<file path="src/hpm_pkg.sv">
// package: constants and carrier types for the host port pin mux
package hpm_pkg;
   localparam int unsigned NUM_PINS = 4;
   // pin index positions
   localparam int unsigned PIN_ADDR_LO = 0;
   localparam int unsigned PIN_DIR_RD  = 1;
   localparam int unsigned PIN_STROBE  = 2;
   localparam int unsigned PIN_CS_HI   = 3;
   // reset values
   localparam logic [3:0] RST_GPIO_DIR = 4'h0;
   localparam logic [3:0] RST_GPIO_EN  = 4'h0;
   localparam logic [3:0] RST_GPIO_OUT = 4'h0;
   localparam logic       RST_POL_ACTIVE_HIGH = 1'b0;

   typedef enum logic [1:0] {
      HPM_GPIO_OFF,
      HPM_GPIO_IN,
      HPM_GPIO_OUT,
      HPM_HOST
   } hpm_pin_mode_type;

   // configuration carrier
   typedef struct packed {
      logic       host_function_mode;
      logic       mux_bus;
      logic       double_strobe;
      logic       rd_pol_high;
      logic       ds_pol_high;
      logic       cs_pol_high;
      logic [3:0] gpio_en;
      logic [3:0] gpio_dir;
      logic [3:0] gpio_out;
   } hpm_cfg_type;

   // decoded host-bus inputs, all active high
   typedef struct packed {
      logic host_addr_bit_zero;
      logic host_addr_bit_two;
      logic host_addr_bit_nine;
      logic host_addr_bit_ten;
      logic host_read_write_dir;
      logic host_read_strobe;
      logic host_combined_strobe;
      logic host_write_strobe;
      logic host_chip_select;
   } hpm_host_type;
endpackage

</file>
<file path="src/hpm_pin_cell.sv">
// one shared pin: gpio direction, drive and input capture
`timescale 1ns/10ps
module hpm_pin_cell
   import hpm_pkg::*;
(
   input  wire logic clk_in,
   input  wire logic rst_n_in,
   input  wire logic host_sel_in,
   input  wire logic gpio_en_in,
   input  wire logic gpio_dir_in,
   input  wire logic gpio_out_in,
   input  wire logic pin_in,
   output logic      pin_out,
   output logic      pin_oe_n_out,
   output logic      gpio_in_out,
   output logic      host_level_out,
   output hpm_pin_mode_type mode_out
);
   hpm_pin_mode_type mode_next;

   always_comb begin
      if (host_sel_in) begin
         mode_next = HPM_HOST;
      end else if (!gpio_en_in) begin
         mode_next = HPM_GPIO_OFF;
      end else if (gpio_dir_in) begin
         mode_next = HPM_GPIO_OUT;
      end else begin
         mode_next = HPM_GPIO_IN;
      end
   end

   always_ff @(posedge clk_in) begin
      if (!rst_n_in) begin
         mode_out <= HPM_GPIO_OFF;
      end else begin
         mode_out <= mode_next;
      end
   end

   // drive: only gpio output mode enables the driver (low enable)
   always_ff @(posedge clk_in) begin
      if (!rst_n_in) begin
         pin_out      <= 1'b0;
         pin_oe_n_out <= 1'b1;
      end else begin
         pin_out      <= (mode_next == HPM_GPIO_OUT) ? gpio_out_in : 1'b0;
         pin_oe_n_out <= (mode_next != HPM_GPIO_OUT);
      end
   end

   // capture: gpio input only in input mode, host level only in host mode
   always_ff @(posedge clk_in) begin
      if (!rst_n_in) begin
         gpio_in_out    <= 1'b0;
         host_level_out <= 1'b0;
      end else begin
         gpio_in_out    <= (mode_next == HPM_GPIO_IN) ? pin_in : 1'b0;
         host_level_out <= (mode_next == HPM_HOST) ? pin_in : 1'b0;
      end
   end
endmodule

</file>
<file path="src/hpm_top.sv">
// host port pin function select: four shared pins plus address-zero pin
//
// Function
// - host mode: pin0 is address bit two or nine
// - pin1 is read/write dir or read strobe
// - pin2 is combined strobe or write strobe
// - pin3 is chip select or address bit ten
// - read strobe polarity configurable, reset active low
// - data strobes polarity configurable, reset active low
// - chip select polarity configurable, reset active low
// - gpio pins each input, output or disconnected
// - after reset all pins gpio disconnected
// - non-mux host mode takes address bit zero
`timescale 1ns/10ps
module hpm_top
   import hpm_pkg::*;
(
   input  wire logic          clk_in,
   input  wire logic          rst_n_in,
   input  wire hpm_cfg_type   cfg_in,
   input  wire logic [3:0]    pin_in,
   input  wire logic          addr_zero_pin_in,
   output logic [3:0]         pin_out,
   output logic [3:0]         pin_oe_n_out,
   output logic [3:0]         gpio_in_out,
   output hpm_host_type       host_out,
   output logic               host_active_out
);
   logic [3:0]       lvl;
   logic [3:0]       gin;
   logic [3:0]       pout;
   logic [3:0]       poe_n;
   hpm_pin_mode_type mode [NUM_PINS];
   hpm_cfg_type      cfg_reg;
   hpm_host_type     host_next;
   logic             addr_zero_reg;

   // configuration held in flops so reset gives gpio-off defaults
   always_ff @(posedge clk_in) begin
      if (!rst_n_in) begin
         cfg_reg.host_function_mode <= 1'b0;
         cfg_reg.mux_bus            <= 1'b0;
         cfg_reg.double_strobe      <= 1'b0;
         cfg_reg.rd_pol_high        <= RST_POL_ACTIVE_HIGH;
         cfg_reg.ds_pol_high        <= RST_POL_ACTIVE_HIGH;
         cfg_reg.cs_pol_high        <= RST_POL_ACTIVE_HIGH;
         cfg_reg.gpio_en            <= RST_GPIO_EN;
         cfg_reg.gpio_dir           <= RST_GPIO_DIR;
         cfg_reg.gpio_out           <= RST_GPIO_OUT;
      end else begin
         cfg_reg <= cfg_in;
      end
   end

   genvar g;
   generate
      for (g = 0; g < NUM_PINS; g++) begin : g_pin
         hpm_pin_cell u_cell (
            .clk_in         (clk_in),
            .rst_n_in       (rst_n_in),
            .host_sel_in    (cfg_reg.host_function_mode),
            .gpio_en_in     (cfg_reg.gpio_en[g]),
            .gpio_dir_in    (cfg_reg.gpio_dir[g]),
            .gpio_out_in    (cfg_reg.gpio_out[g]),
            .pin_in         (pin_in[g]),
            .pin_out        (pout[g]),
            .pin_oe_n_out   (poe_n[g]),
            .gpio_in_out    (gin[g]),
            .host_level_out (lvl[g]),
            .mode_out       (mode[g])
         );
      end
   endgenerate

   assign pin_out      = pout;
   assign pin_oe_n_out = poe_n;
   assign gpio_in_out  = gin;

   // address-zero pin sampled only in non-mux host mode
   always_ff @(posedge clk_in) begin
      if (!rst_n_in) begin
         addr_zero_reg <= 1'b0;
      end else if (cfg_reg.host_function_mode && !cfg_reg.mux_bus) begin
         addr_zero_reg <= addr_zero_pin_in;
      end else begin
         addr_zero_reg <= 1'b0;
      end
   end

   // decode captured pin levels into host-bus roles
   always_comb begin
      host_next = '0;
      if (mode[PIN_ADDR_LO] == HPM_HOST) begin
         host_next.host_addr_bit_zero = addr_zero_reg;
         if (cfg_reg.mux_bus) begin
            host_next.host_addr_bit_nine = lvl[PIN_ADDR_LO];
         end else begin
            host_next.host_addr_bit_two = lvl[PIN_ADDR_LO];
         end
         if (cfg_reg.double_strobe) begin
            host_next.host_read_strobe =
               lvl[PIN_DIR_RD] ~^ cfg_reg.rd_pol_high;
            host_next.host_write_strobe =
               lvl[PIN_STROBE] ~^ cfg_reg.ds_pol_high;
         end else begin
            host_next.host_read_write_dir = lvl[PIN_DIR_RD];
            host_next.host_combined_strobe =
               lvl[PIN_STROBE] ~^ cfg_reg.ds_pol_high;
         end
         if (cfg_reg.mux_bus) begin
            host_next.host_addr_bit_ten = lvl[PIN_CS_HI];
         end else begin
            host_next.host_chip_select =
               lvl[PIN_CS_HI] ~^ cfg_reg.cs_pol_high;
         end
      end
   end

   always_ff @(posedge clk_in) begin
      if (!rst_n_in) begin
         host_out        <= '0;
         host_active_out <= 1'b0;
      end else begin
         host_out        <= host_next;
         host_active_out <= (mode[PIN_ADDR_LO] == HPM_HOST);
      end
   end

   a_gpio_no_host: assert property (@(posedge clk_in) disable iff (!rst_n_in)
      !cfg_reg.host_function_mode ##2 !cfg_reg.host_function_mode
      |-> host_out == '0)
      else $error("host output decoded in gpio mode");
   a_addr_two_path: assert property (@(posedge clk_in) disable iff (!rst_n_in)
      (mode[0] == HPM_HOST && !cfg_reg.mux_bus)
      |=> host_out.host_addr_bit_two == $past(lvl[0]))
      else $error("address bit two mismatch");
   a_addr_nine_path: assert property (@(posedge clk_in) disable iff (!rst_n_in)
      (mode[0] == HPM_HOST && cfg_reg.mux_bus)
      |=> host_out.host_addr_bit_nine == $past(lvl[0]))
      else $error("address bit nine mismatch");
   a_rd_strobe_pol: assert property (@(posedge clk_in) disable iff (!rst_n_in)
      (mode[1] == HPM_HOST && cfg_reg.double_strobe)
      |=> host_out.host_read_strobe ==
          ($past(lvl[1]) == $past(cfg_reg.rd_pol_high)))
      else $error("read strobe polarity wrong");
   a_rw_dir_path: assert property (@(posedge clk_in) disable iff (!rst_n_in)
      (mode[1] == HPM_HOST && !cfg_reg.double_strobe)
      |=> host_out.host_read_write_dir == $past(lvl[1]))
      else $error("read write direction mismatch");
   a_ds_strobe_pol: assert property (@(posedge clk_in) disable iff (!rst_n_in)
      (mode[2] == HPM_HOST && !cfg_reg.double_strobe)
      |=> host_out.host_combined_strobe ==
          ($past(lvl[2]) == $past(cfg_reg.ds_pol_high)))
      else $error("combined strobe wrong");
   a_wr_strobe_pol: assert property (@(posedge clk_in) disable iff (!rst_n_in)
      (mode[2] == HPM_HOST && cfg_reg.double_strobe)
      |=> host_out.host_write_strobe ==
          ($past(lvl[2]) == $past(cfg_reg.ds_pol_high)))
      else $error("write strobe wrong");
   a_cs_pol_path: assert property (@(posedge clk_in) disable iff (!rst_n_in)
      (mode[3] == HPM_HOST && !cfg_reg.mux_bus)
      |=> host_out.host_chip_select ==
          ($past(lvl[3]) == $past(cfg_reg.cs_pol_high)))
      else $error("chip select wrong");
   a_addr_ten_path: assert property (@(posedge clk_in) disable iff (!rst_n_in)
      (mode[3] == HPM_HOST && cfg_reg.mux_bus)
      |=> host_out.host_addr_bit_ten == $past(lvl[3]))
      else $error("address bit ten mismatch");
   a_reset_off: assert property (@(posedge clk_in)
      !rst_n_in |=> pin_oe_n_out == 4'hf && gpio_in_out == 4'h0)
      else $error("pins not disconnected after reset");
   a_gpio_drive: assert property (@(posedge clk_in) disable iff (!rst_n_in)
      (!cfg_reg.host_function_mode && cfg_reg.gpio_en[0]
       && cfg_reg.gpio_dir[0]) |=> !pin_oe_n_out[0])
      else $error("gpio output not driven");
   a_addr_zero: assert property (@(posedge clk_in) disable iff (!rst_n_in)
      (cfg_reg.host_function_mode && cfg_reg.mux_bus) ##1
      (cfg_reg.host_function_mode && cfg_reg.mux_bus)
      |=> !host_out.host_addr_bit_zero)
      else $error("address zero taken in mux mode");

   // pin isolation, gpio path, host-active and address-zero checks
   a_active_on: assert property (@(posedge clk_in) disable iff (!rst_n_in)
      cfg_reg.host_function_mode |-> ##2 host_active_out)
      else $error("host mode not active");
   a_active_off: assert property (@(posedge clk_in) disable iff (!rst_n_in)
      !cfg_reg.host_function_mode |-> ##2 !host_active_out)
      else $error("host mode active in gpio mode");
   a_host_no_drive: assert property (@(posedge clk_in) disable iff (!rst_n_in)
      cfg_reg.host_function_mode |=> pin_oe_n_out == 4'hf)
      else $error("shared pin driven in host mode");
   a_gpio_off_pin: assert property (@(posedge clk_in) disable iff (!rst_n_in)
      (!cfg_reg.host_function_mode && !cfg_reg.gpio_en[0])
      |=> pin_oe_n_out[0] && !pin_out[0] && !gpio_in_out[0])
      else $error("disconnected pin not isolated");
   a_gpio_in_cap: assert property (@(posedge clk_in) disable iff (!rst_n_in)
      (!cfg_reg.host_function_mode && cfg_reg.gpio_en[2]
       && !cfg_reg.gpio_dir[2])
      |=> gpio_in_out[2] == $past(pin_in[2]))
      else $error("gpio input not captured");
   a_gpio_out_val: assert property (@(posedge clk_in) disable iff (!rst_n_in)
      (!cfg_reg.host_function_mode && cfg_reg.gpio_en[0]
       && cfg_reg.gpio_dir[0])
      |=> pin_out[0] == $past(cfg_reg.gpio_out[0]))
      else $error("gpio output value wrong");
   a_addr_zero_val: assert property (@(posedge clk_in) disable iff (!rst_n_in)
      (cfg_reg.host_function_mode && !cfg_reg.mux_bus)
      |-> ##2 host_out.host_addr_bit_zero ==
          $past(addr_zero_pin_in, 2))
      else $error("address zero not taken");

   c_host_mux: cover property (@(posedge clk_in) disable iff (!rst_n_in)
      host_active_out && cfg_reg.mux_bus);
   c_host_dbl: cover property (@(posedge clk_in) disable iff (!rst_n_in)
      host_active_out && cfg_reg.double_strobe);
   c_gpio_out: cover property (@(posedge clk_in) disable iff (!rst_n_in)
      pin_oe_n_out == 4'h0);
   c_host_single: cover property (@(posedge clk_in) disable iff (!rst_n_in)
      host_active_out && !cfg_reg.mux_bus && !cfg_reg.double_strobe);
   c_gpio_off: cover property (@(posedge clk_in) disable iff (!rst_n_in)
      !host_active_out && pin_oe_n_out == 4'hf);
endmodule

</file>
<file path="config.mk">
export PLATFORM = sky130hd
export DESIGN_NAME = hpm_top
export DESIGN_NICKNAME = d
export VERILOG_FILES = /design/src/hpm_pkg.sv /design/src/hpm_pin_cell.sv /design/src/hpm_top.sv
export SDC_FILE = /design/constraint.sdc
export NUM_CORES = 1
export LEC_CHECK = 0
export BUFFER_PORTS_ARGS = -buffer_cell sky130_fd_sc_hd__buf_2
export CORE_ASPECT_RATIO = 1.2
export CORE_MARGIN = 8
export CORE_UTILIZATION = 49
export DETAILED_ROUTE_END_ITERATION = 10
export PLACE_DENSITY = 0.76
export RECOVER_POWER = 50
export SYNTH_ARGS = -nofsm -noshare
export SYNTH_HDL_FRONTEND = slang
export SYNTH_HIERARCHICAL = 1
export SYNTH_SLANG_ARGS = --single-unit
</file>
<file path="constraint.sdc">
create_clock -name clk_in -period 1.4 [get_ports clk_in]
set_input_delay 0.21 -clock clk_in [delete_from_list [all_inputs] [get_ports clk_in]]
set_output_delay 0.21 -clock clk_in [all_outputs]
set_load 0.05 [all_outputs]
</file>
Word-level counts from Yosys, hierarchy flattened:

Cells that the tools add are included.

* input bits: 25
* bits in registers: 47
* memories: 0
* bits in writable memories: 0
* bits in read-only memories: 0
* output and inout port bits: 22
* logic and storage cells: 91
* latch bits: 0

* reduce and logical (&&, ||, !) cells: 20
* div/mod/pow operators: 0
* muxes and demuxes: 12
* shift operators: 0
* add/subtract/negate cells: 0
* magnitude comparators: 0
* bitwise logic cells: 5
* eq/ne operators: 17
* multiply operators: 0

Operator list (count)
* 2-bit AND reduction: 14
* 2-bit 2-to-1 mux: 12
* 2-bit == test, second input constant: 9
* 2-bit by 1-bit == test with 1-bit output, second input constant: 4
* 2-bit != test, second input constant: 4
* 3-bit AND reduction: 2
* 3-bit OR reduction: 2
* 1-bit bitwise XNOR: 3
* 1-bit inverter: 2
* 1-bit logical AND: 1
* 1-bit logical NOT: 1

Logic depth before layout (Yosys ltp):

Gate-level depths: netlist of run 1.

* depth after elaboration: 5
* mapped depth: 4
* gate-level depth less buffers: 3

Modules after synthesis:

The synthesis of run 1 kept the hierarchy.

Modules (own cells, without submodules)
* hpm_top: cells an instance 66, sequential area each 580.6 um^2, instances 1, area an instance 832.0 um^2
* hpm_pin_cell: cells an instance 15, sequential area each 120.1 um^2, instances 4, area an instance 187.7 um^2

Worst setup path before layout of run 1:

OpenSTA, ideal clock, no wires.

* kind: register to register
* start: reg cfg_reg[17] in the netlist's numbering
* end: reg g_pin[0].u_cell.gpio_in_out
* arrival: 960 ps
* library setup time: 116 ps
* buffers on the path: 0
* required time: 1284 ps
* path slack: 324 ps
* stages on the path, launching flop included: 3
* period minus slack after synthesis: 1076 ps
* cell sequence: dfxtp_1 -> nor2b_4 -> and3_2

* longest elaborated chain between the ends: 3

Ends and longest elaborated chain
* start, declared: line hpm_top.sv:34 `hpm_cfg_type cfg_reg;`
* start signal, assigned: line hpm_top.sv:51 `cfg_reg <= cfg_in;`
* 2-bit 2-to-1 mux: line hpm_pin_cell.sv:22 `if (host_sel_in) begin`
* 2-bit by 1-bit == test with 1-bit output: line hpm_pin_cell.sv:58 `gpio_in_out <= (mode_next == HPM_GPIO_IN) ? pin_in : 1'b0;`
* 2-bit AND reduction (no line)
* end signal, assigned: line hpm_pin_cell.sv:58
* end, declared: line hpm_pin_cell.sv:15 `output logic gpio_in_out,`

Every way passes these cells.
A chain may end at the register's enable or synchronous reset.

Worst setup path after layout of run 1:

* start: reg g_pin[2].u_cell.gpio_in_out
* end: out gpio_in_out[2]

RTL lines
* start, declared: line hpm_pin_cell.sv:15
* start signal, assigned: line hpm_pin_cell.sv:58
* end, declared: line hpm_top.sv:25 `output logic [3:0] gpio_in_out,`

No word-level cell between the ends.

==> results of run 1 <==
[worst reg2reg max path, delay by kind of cell (launching register included)]
kind / cells / cell delay [ns]
buf+inv: 1 / 0.21
simple gates: 2 / 0.26
flops: 1 / 0.39
[layout make-up]
class,count,share of cell area
flip-flops and latches,47,0.551
multi-input cells,61,0.257
clock buffers,6,0.0242
well taps,34,0.0249
repair buffers,48,0.141
inverters,1,0.00220
[worst min path at each step]
stage / slack, ns / endpoint / cells past startpoint
after floorplan: 0.33 / g_pin[0].u_cell/mode_out[0]$_SDFF_PN0_ / 1
after global placement: 0.39 / g_pin[3].u_cell/pin_oe_n_out$_SDFF_PN1_ / 1
after detailed placement: 0.39 / g_pin[2].u_cell/pin_oe_n_out$_SDFF_PN1_ / 1
after CTS: 0.04 / cfg_reg[11]$_SDFF_PN0_ / 2
after global routing: 0.03 / cfg_reg[10]$_SDFF_PN0_ / 2
final: 0.06 / cfg_reg[11]$_SDFF_PN0_ / 2
[where the power goes]
group          internal [W]  switching (W)
Combinational     0.0000641      0.0000645
Clock              0.000179       0.000357
Sequential          0.00138      0.0000223
Total               0.00162       0.000444
[per-stage QoR]
step                total power, W  utilization  instance area [sq um]  std cells  hold WS (ns)
floorplan                  0.00151            -                   1410        111         0.328
global placement           0.00156        0.608                   1680        191         0.386
detailed placement         0.00157        0.608                   1680        191         0.390
CTS                        0.00210        0.623                   1720        197        0.0425
global route               0.00216        0.619                   1710        197        0.0348
finish                     0.00206        0.619                   1710        197        0.0639
[metal layers]
layer | up-vias | global-route usage | part of all wire
met5 | - | 0 | 0
met4 | 0 | 0.0655 | 0.023
met3 | 7 | 0.0774 | 0.11
met2 | 30 | 0.199 | 0.51
met1 | 429 | 0.0937 | 0.36
li1 | 472 | - | -
[cell usage in the layout (no fill, tap or decap), drive strengths merged]
cell,n
dfxtp,47
nor3b,1
buf,46
xnor2,1
nand3,5
inv,1
a21oi,1
nand4,1
and4,6
and3,11
nor2,2
nor3,1
o21a,1
nor2b,10
xor2,2
clkbuf,8
and2,19
==> results.txt, run 1 <==
----------------------------------------------------
[Outcome]
  Status ... complete, no violations

[Global routing]
  Via count of the first global-routing pass ... around 1,000
  Initial antenna violation count ... 0
  Overflow left after global routing ... 0
  First-pass GRT wire length ... roughly 4200 um
  All-Layer GR Usage ... 0.114
  Maximum number of pins on one net before global-route repair ... 23

[Layout]
  Synthesis-to-finish area growth ... 21.4%
  Total of fill cells in the finished design ... 256
  Reg area ... 941 sq um
  Share of final-layout standard cells stronger than drive strength 1 ... 0.387
  Max FFs per register ... 18
  Nets ... 189
  Multi-input gate area in the final layout ... 438 sq um
  # diodes ... 0

[Timing]
  Post-route worst setup slack ... roughly 0.27 ns
  Clock skew after layout ... approximately 0.007 ns
  Final Slew Violations ... 0
  Fmax ... 882 MHz
  Final-layout setup total negative slack ... 0 ns
  Pin slew with the least headroom to its limit ... 0.801 ns
  Setup repair after global routing missed its margin ... false
  Normalized max-slew margin ... 0.466
  Number of setup violations in the final report ... 0
  Share of the cycle needed by the critical path after routing ... 0.810
  Post-layout min period ... approximately 1.1 ns
  Final hold vios ... 0

[Setup path]
  Top cell family by delay on the critical path ... flip-flops
  Cell depth of the worst flop-to-flop path ... 3
  Flop2flop setup slack ... 0.45 ns
  Capture point of the critical path ... gpio_in_out[2]
  Start point of the critical path ... g_pin[2].u_cell/gpio_in_out$_SDFF_PN0_
  Max incr delay on CP ... between 0.3 and 0.4 ns
  Chain of cells forming the critical path ... buf_2
  Category of the critical setup timing path ... flip-flop to output pin
  End of the worst register-to-register path ... g_pin[0].u_cell/gpio_in_out$_SDFF_PN0_
  WP buf/inv ... 1
  Worst setup SP type ... flip-flop
  Worst path required time ... ~1.2 ns
  WP data arrival ... roughly 0.92 ns
  Number of stages on the worst setup path ... 1
  Crit end category ... output pin
  Critical Path Slowest Stage Cell ... dfxtp_1
  Launching point of the worst reg2reg path ... cfg_reg[17]$_SDFF_PN0_
  Crit Path Max Fanout ... 1

[Clocking]
  Max Root-Sink Buffers ... 2
  Clk sink count ... 47
  Root buffer cell ... clkbuf_4
  Clock slew at reported path FFs ... between 0.1 and 0.15 ns
  Clock H-tree levels ... 2
  Cts bufs inserted ... 5
  Post-CTS setup buffers ... 0
  Worst skew pair latency ... 0.34 ns
  TritonCTS clock tree ... done
  CTS resizes ... 0
  Hold-fix buffer count after cts ... 0

[Floorplan]
  Area of the die ... between 4000 and 5000 sq um
  Total core area ... roughly 2800 sq um
  Die Span X ... between 60 and 70 um
  Number of placement rows ... 21
  Top-Level Pins ... between 40 and 50
  Die boundary height ... 74.7 um
  Starting density of the core ... 0.510

[Detailed routing]
  Initial drt markers ... 30
  Via count of the routed design ... 938
  Wire per inst ... 12.4 um
  Antenna-violating nets left ... 0
  1st-pass router iterations ... 2
  Total Routed Length ... approximately 2400 um
  Detailed-route vias per instance ... ~4.8
  DRC violation count after routing ... 0

[Synthesis]
  Net count after synthesis ... 136
  Netlist area before placement ... about 1400 sq um
  Yosys warning count ... 6
  Mapped Avg Cell Area ... roughly 13 sq um
  Gate count after technology mapping ... approximately 110

[Flow run]
  Number of max-cap violations ... 0

[Placement]
  Count of input and output buffers ... between 40 and 50
  Pre-CTS WS ... between 0.3 and 0.4 ns
  HPWL after detailed placement ... just under 2000 um
  GP Congestion ... 0.759

[Power]
  Pwr Density ... 1210 nW/um^2
  Static Leak ... a little over 0.8 nW
  Worst vdd rail ir drop ... about 0.8 mV

[Worst hold path]
  Hold path startpoint ... cfg_in[11]
  Worst min-delay path category ... primary input to flip-flop

----------------------------------------------------
Note: power is estimated with default switching activity, not from simulation.
==> run 2: changes to the inputs <==
--- a/config.mk
+++ b/config.mk
@@ -5,12 +5,13 @@
 export SDC_FILE = /design/constraint.sdc
 export NUM_CORES = 1
 export LEC_CHECK = 0
+export ABC_AREA = 1
 export BUFFER_PORTS_ARGS = -buffer_cell sky130_fd_sc_hd__buf_2
 export CORE_ASPECT_RATIO = 1.2
 export CORE_MARGIN = 8
-export CORE_UTILIZATION = 49
+export CORE_UTILIZATION = 50
 export DETAILED_ROUTE_END_ITERATION = 10
-export PLACE_DENSITY = 0.76
+export PLACE_DENSITY = 0.77
 export RECOVER_POWER = 50
 export SYNTH_ARGS = -nofsm -noshare
 export SYNTH_HDL_FRONTEND = slang
==> constraint.sdc (replaced) <==
create_clock -name clk_in -period 1.2 [get_ports clk_in]
set_input_delay 0.18 -clock clk_in [delete_from_list [all_inputs] [get_ports clk_in]]
set_output_delay 0.18 -clock clk_in [all_outputs]
set_load 0.05 [all_outputs]
==> run 2 against run 1 <==
Compared with the run above: first-iteration DRC count stayed put; worst hold slack got worse by 0.053 ns; die area is 2.8% higher; critical path depth is the same; register-to-register slack lost 0.14 ns; cell area increased by 14%; combinational power up 53%; largest cell class unchanged; highest routed layer unchanged.
==> results.txt, run 2 <==
----------------------------------------------------
[Outcome]
  Status ... complete, no violations

[Timing]
  Setup repair after global routing missed its margin ... false
  Clock skew after layout ... 0.00874 ns
  Normalized max-slew margin ... 0.584
  Final hold vios ... 0
  Fmax ... between 800 and 900 MHz
  Final-layout setup total negative slack ... 0 ns
  Number of setup violations in the final report ... 0
  Post-layout min period ... approximately 1.1 ns
  Final worst hold slack ... 0.0109 ns
  Post-route worst setup slack ... between 0.07 and 0.08 ns
  Final Slew Violations ... 0
  Pin slew with the least headroom to its limit ... between 0.6 and 0.7 ns
  Share of the cycle needed by the critical path after routing ... 0.938

[Detailed routing]
  Via count of the routed design ... roughly 1.2k
  Initial drt markers ... 30
  Wire per inst ... just over 10 um
  Antenna-violating nets left ... 0
  Detailed-route vias per instance ... 4.40
  1st-pass router iterations ... 4
  Total Routed Length ... between 2000 and 3000 um
  DRC violation count after routing ... 0

[Setup path]
  Category of the critical setup timing path ... flip-flop to output pin
  Worst setup SP type ... flip-flop
  Critical Path Slowest Stage Cell ... dfxtp_1
  Chain of cells forming the critical path ... buf_2
  Number of stages on the worst setup path ... 1
  Crit end category ... output pin
  Crit Path Max Fanout ... 1
  Worst path required time ... a little over 1 ns
  WP buf/inv ... 1
  End of the worst register-to-register path ... g_pin[0].u_cell/gpio_in_out$_SDFF_PN0_
  Max incr delay on CP ... between 0.3 and 0.4 ns
  Flop2flop setup slack ... a little over 0.3 ns
  WP data arrival ... roughly 0.95 ns
  Cell depth of the worst flop-to-flop path ... 3
  Launching point of the worst reg2reg path ... cfg_reg[17]$_SDFF_PN0_
  Top cell family by delay on the critical path ... flip-flops

[Clocking]
  Worst skew pair latency ... 0.35 ns
  Max Root-Sink Buffers ... 2
  Clock H-tree levels ... 2
  Post-CTS setup buffers ... 0
  Clock slew at reported path FFs ... between 0.1 and 0.15 ns
  Root buffer cell ... clkbuf_4
  TritonCTS clock tree ... done
  Cts bufs inserted ... 5
  Clk sink count ... 47

[Flow run]
  Number of max-cap violations ... 0

[Layout]
  Nets ... around 260
  Most frequent cells in the layout ... 47 x inv_1, 47 x dfxtp_1, 46 x buf_2
  Total of fill cells in the finished design ... between 200 and 250
  Synthesis-to-finish area growth ... 31.1%
  # diodes ... 0
  Share of final-layout standard cells stronger than drive strength 1 ... 0.281
  Summed area of non-filler cells in the final layout ... just under 2000 sq um
  Max FFs per register ... 18

[Power]
  Design Power ... 0.00278 W
  Comb pwr share ... 0.071
  Pwr Density ... between 1000 and 1500 nW/um^2
  Clock group share of total power ... 0.342
  Worst vdd rail ir drop ... 1.14 mV
  Internal power ... approximately 0.0022 W
  Proportion of power drawn by flip-flops and latches ... 0.587
  Sw Ratio ... 0.212
  Static Leak ... 1.05 nW
  Net switching power ... between 0.0005 and 0.0006 W

[Worst hold path]
  Hold path startpoint ... cfg_in[8]
  Worst min-delay path category ... primary input to flip-flop
  Worst min-delay path endpoint ... cfg_reg[8]$_SDFF_PN0_
  Cell depth of the worst min-delay path ... 3

[Global routing]
  Initial antenna violation count ... 0
  All-Layer GR Usage ... 0.120
  Maximum number of pins on one net before global-route repair ... 36
  First-pass GRT wire length ... between 4000 and 5000 um
  Via count of the first global-routing pass ... approximately 1.2k
  Overflow left after global routing ... 0

[Floorplan]
  Top-Level Pins ... 47
  Die boundary height ... 75.7 um
  Number of placement rows ... 21
  Area of the die ... 4980 sq um
  Total core area ... between 2000 and 3000 sq um
  Starting density of the core ... 0.529
  Die Span X ... roughly 66 um

[Synthesis]
  Netlist area before placement ... 1490 sq um
  Net count after synthesis ... 190
  Gate count after technology mapping ... between 150 and 200
  Yosys warning count ... 6
  Mapped Avg Cell Area ... 9.01 sq um

[Placement]
  Pre-CTS WS ... ~0.36 ns
  Count of input and output buffers ... 46
  HPWL after detailed placement ... roughly 1900 um
  Placed Area ... ~1800 sq um
  GP Congestion ... 0.740

----------------------------------------------------
[run 2: power groups by stage]
| stage | sequential (W) | clock, W | combinational, W |
|---|---|---|---|
| 6_report | 0.00163 | 0.000950 | 0.000198 |
| 5_1_grt | 0.00164 | 0.00106 | 0.000225 |
| 4_1_cts | 0.00163 | 0.000973 | 0.000198 |
| 3_5_place_dp | 0.00167 | 0 | 0.000174 |
| 3_3_place_gp | 0.00167 | 0 | 0.000169 |
| 2_1_floorplan | 0.00169 | 0 | 0.0000813 |
[run 2: stage by stage]
stage	utilization	cells
after global placement	0.628	244
after detailed placement	0.628	244
after floorplan	-	165
after CTS	0.691	261
after global routing	0.693	265
final	0.693	265
[run 2: timing repair]
action,CTS,global route
hold buffers,9,4
resized for setup,0,0
hold endpoints to repair,9,4
setup endpoints to repair,0,0
[run 2: layout make-up]
cell class,instances,area (sq um),area share
repair buffers,60,365,0.187
clock inverters,2,35.0,0.0180
multi-input cells,68,334,0.171
flip-flops and latches,47,941,0.483
inverters,48,180,0.0924
well taps,34,42.5,0.0218
clock buffers,6,51.3,0.0263
[run 2: how the worst max path moves through the flow]
stage / start / end / slack, ns
after detailed placement: cfg_reg[17]$_SDFF_PN0_ / g_pin[0].u_cell/gpio_in_out$_SDFF_PN0_ / 0.36
after global placement: cfg_reg[17]$_SDFF_PN0_ / g_pin[0].u_cell/gpio_in_out$_SDFF_PN0_ / 0.38
after global routing: g_pin[0].u_cell/pin_out$_SDFF_PN0_ / pin_out[0] / 0.01
after floorplan: g_pin[0].u_cell/gpio_in_out$_SDFF_PN0_ / gpio_in_out[0] / 0.43
final: g_pin[0].u_cell/pin_out$_SDFF_PN0_ / pin_out[0] / 0.07
after CTS: host_out[0]$_SDFF_PP0_ / host_out[0] / 0.05
[run 2: metal layers]
layer	track usage	part of all wire	wire length, um	up-vias
met5	0	0	0	-
met4	0.0413	0.012	32	0
met3	0.0559	0.069	189	4
met2	0.233	0.56	1530	31
met1	0.103	0.36	999	520
li1	-	-	-	610
==> run 3: changes to the inputs <==
--- a/config.mk
+++ b/config.mk
@@ -11,6 +11,7 @@
 export CORE_MARGIN = 8
 export CORE_UTILIZATION = 50
 export DETAILED_ROUTE_END_ITERATION = 10
+export GPL_TIMING_DRIVEN = 0
 export PLACE_DENSITY = 0.77
 export RECOVER_POWER = 50
 export SYNTH_ARGS = -nofsm -noshare
==> run 3 against run 2 <==
Compared with the run above: sequential power barely moved; clock power rose by 0.6%; critical path depth did not move; combinational power rose by 4%; sequential share of layout area fell by 0.55 points; non-clock buffer count rose by 2; global-route usage rose by 0.78 points; critical endpoint is now gpio_in_out[3]; clock skew rose by 0.0024 ns; setup slack got worse by 0.00086 ns.
==> results.txt, run 3 (synthesis results as in run 2) <==
----------------------------------------------------
[Floorplan]
  Top-Level Pins ... 47
  Die boundary height ... roughly 76 um
  Starting density of the core ... 0.529
  Total core area ... between 2000 and 3000 sq um
  Number of placement rows ... 21
  Area of the die ... about 5000 sq um
  Die Span X ... 65.8 um

[Layout]
  Share of final-layout standard cells stronger than drive strength 1 ... 0.279
  Reg area ... 941 sq um
  Most frequent cells in the layout ... 48 x inv_1, 47 x dfxtp_1, 45 x buf_2
  Multi-input gate area in the final layout ... ~340 sq um
  Total of fill cells in the finished design ... 209
  Synthesis-to-finish area growth ... 32.7%
  Nets ... around 260
  # diodes ... 0
  Most common library cell in the layout ignoring fill and taps ... inv_1
  Max FFs per register ... 18

[Clocking]
  CTS resizes ... 0
  TritonCTS clock tree ... done
  Root buffer cell ... clkbuf_4
  Cts bufs inserted ... 5
  Max Root-Sink Buffers ... 2
  Worst skew pair latency ... between 0.3 and 0.4 ns
  Clk sink count ... between 40 and 50
  Clock slew at reported path FFs ... about 0.12 ns
  Clock H-tree levels ... 2

[Timing]
  Final-layout setup total negative slack ... 0 ns
  Pin slew with the least headroom to its limit ... about 0.75 ns
  Normalized max-slew margin ... 0.499
  Clock skew after layout ... 0.0111 ns
  Share of the cycle needed by the critical path after routing ... 0.939
  Post-layout min period ... between 1 and 1.5 ns
  Final Slew Violations ... 0
  Final hold vios ... 0
  Fmax ... ~900 MHz
  Number of setup violations in the final report ... 0
  Setup repair after global routing missed its margin ... false

[Detailed routing]
  Total Routed Length ... a little under 3000 um
  1st-pass router iterations ... 4
  Initial drt markers ... 22
  DRC violation count after routing ... 0
  Wire per inst ... between 10 and 15 um
  Detailed-route vias per instance ... around 4.3
  Antenna-violating nets left ... 0
  Via count of the routed design ... about 1.2k

[Global routing]
  Met2 track demand over resource in global routing ... 0.246
  All-Layer GR Usage ... 0.127
  Overflow left after global routing ... 0
  Initial antenna violation count ... 0
  Maximum number of pins on one net before global-route repair ... 18
  Via count of the first global-routing pass ... between 1k and 1.5k
  Met1 usage ... 0.111
  First-pass GRT wire length ... 4820 um
  Met3 Track Usage GR ... 0.0647
  Busiest grt layer ... met2

[Power]
  Design Power ... ~0.0028 W
  Worst vdd rail ir drop ... about 1.2 mV
  Static Leak ... ~1.1 nW
  Pwr Density ... 1420 nW/um^2

[Setup path]
  Crit end category ... output pin
  Worst path required time ... a little over 1 ns
  Top cell family by delay on the critical path ... flip-flops
  Number of stages on the worst setup path ... 1
  Chain of cells forming the critical path ... buf_2
  Capture point of the critical path ... gpio_in_out[3]
  Flop2flop setup slack ... approximately 0.37 ns
  Category of the critical setup timing path ... flip-flop to output pin
  Crit Path Max Fanout ... 1
  Cell depth of the worst flop-to-flop path ... 3
  Critical Path Slowest Stage Cell ... dfxtp_1
  End of the worst register-to-register path ... g_pin[0].u_cell/gpio_in_out$_SDFF_PN0_
  Launching point of the worst reg2reg path ... cfg_reg[17]$_SDFF_PN0_
  Max incr delay on CP ... about 0.34 ns
  WP data arrival ... between 0.9 and 1 ns
  Worst setup SP type ... flip-flop
  WP buf/inv ... 1
  Start point of the critical path ... g_pin[3].u_cell/gpio_in_out$_SDFF_PN0_

[Outcome]
  Status ... complete, no violations

[Worst hold path]
  Cell depth of the worst min-delay path ... 3
  Worst min-delay path category ... primary input to flip-flop

[Placement]
  GP Congestion ... approximately 0.75
  HPWL after detailed placement ... 1980 um
  Count of input and output buffers ... 46

[Flow run]
  Number of max-cap violations ... 0

----------------------------------------------------
run 3: cell types whose count changed in the layout (fill, tap and decap cells not counted), sizes merged:
cell / before / now
dlygate4sd3: 13 / 14
clkbuf: 7 / 8
run 3: how the worst min path moves through the flow:
stage               startpoint                     end  slack [ns]
CTS                  cfg_in[8]   cfg_reg[8]$_SDFF_PN0_       0.002
global route         cfg_in[8]   cfg_reg[8]$_SDFF_PN0_       0.007
finish               cfg_in[8]   cfg_reg[8]$_SDFF_PN0_        0.01
floorplan            cfg_in[0]   cfg_reg[0]$_SDFF_PN0_        0.28
detailed placement  cfg_in[13]  cfg_reg[13]$_SDFF_PN0_        0.36
global placement     cfg_in[1]   cfg_reg[1]$_SDFF_PN0_        0.36
run 3: repair_timing:
| item | CTS | global route |
|---|---|---|
| endpoints found under the hold margin | 14 | 0 |
| buffers inserted | 0 | 0 |
| hold buffers | 14 | 0 |
run 3: per-layer routing:
| metal | up-vias | routed length [um] |
|---|---|---|
| met5 | - | 0 |
| met4 | 0 | 18 |
| met3 | 5 | 239 |
| met2 | 29 | 1570 |
| met1 | 514 | 1060 |
| li1 | 611 | - |
run 3: layout make-up:
type,count,share of cell area
clock buffers,6,0.0260
plain buffers,2,0.00635
repair buffers,60,0.187
multi-input cells,68,0.173
inverters,48,0.0914
flip-flops and latches,47,0.477
clock inverters,2,0.0178
well taps,34,0.0216
run 3: report_power, final:
| part | internal, W | leakage, nW | switching, W |
|---|---|---|---|
| combinational | 0.0000933 | 0.636 | 0.000113 |
| clock | 0.000493 | 0.0482 | 0.000464 |
| sequential | 0.00161 | 0.385 | 0.0000248 |
| total | 0.00219 | 1.07 | 0.000601 |
run 3: stage by stage:
step                      cells   util  hold WS [ns]  setup slack (ns)  instance area [sq um]
after floorplan             165      -         0.278             0.433                   1490
after global placement      245  0.626         0.360             0.154                   1760
after detailed placement    245  0.626         0.365             0.150                   1760
after CTS                   267  0.706       0.00242            0.0544                   1990
after global routing        267  0.701       0.00717            0.0104                   1970
final                       267  0.701        0.0106            0.0733                   1970
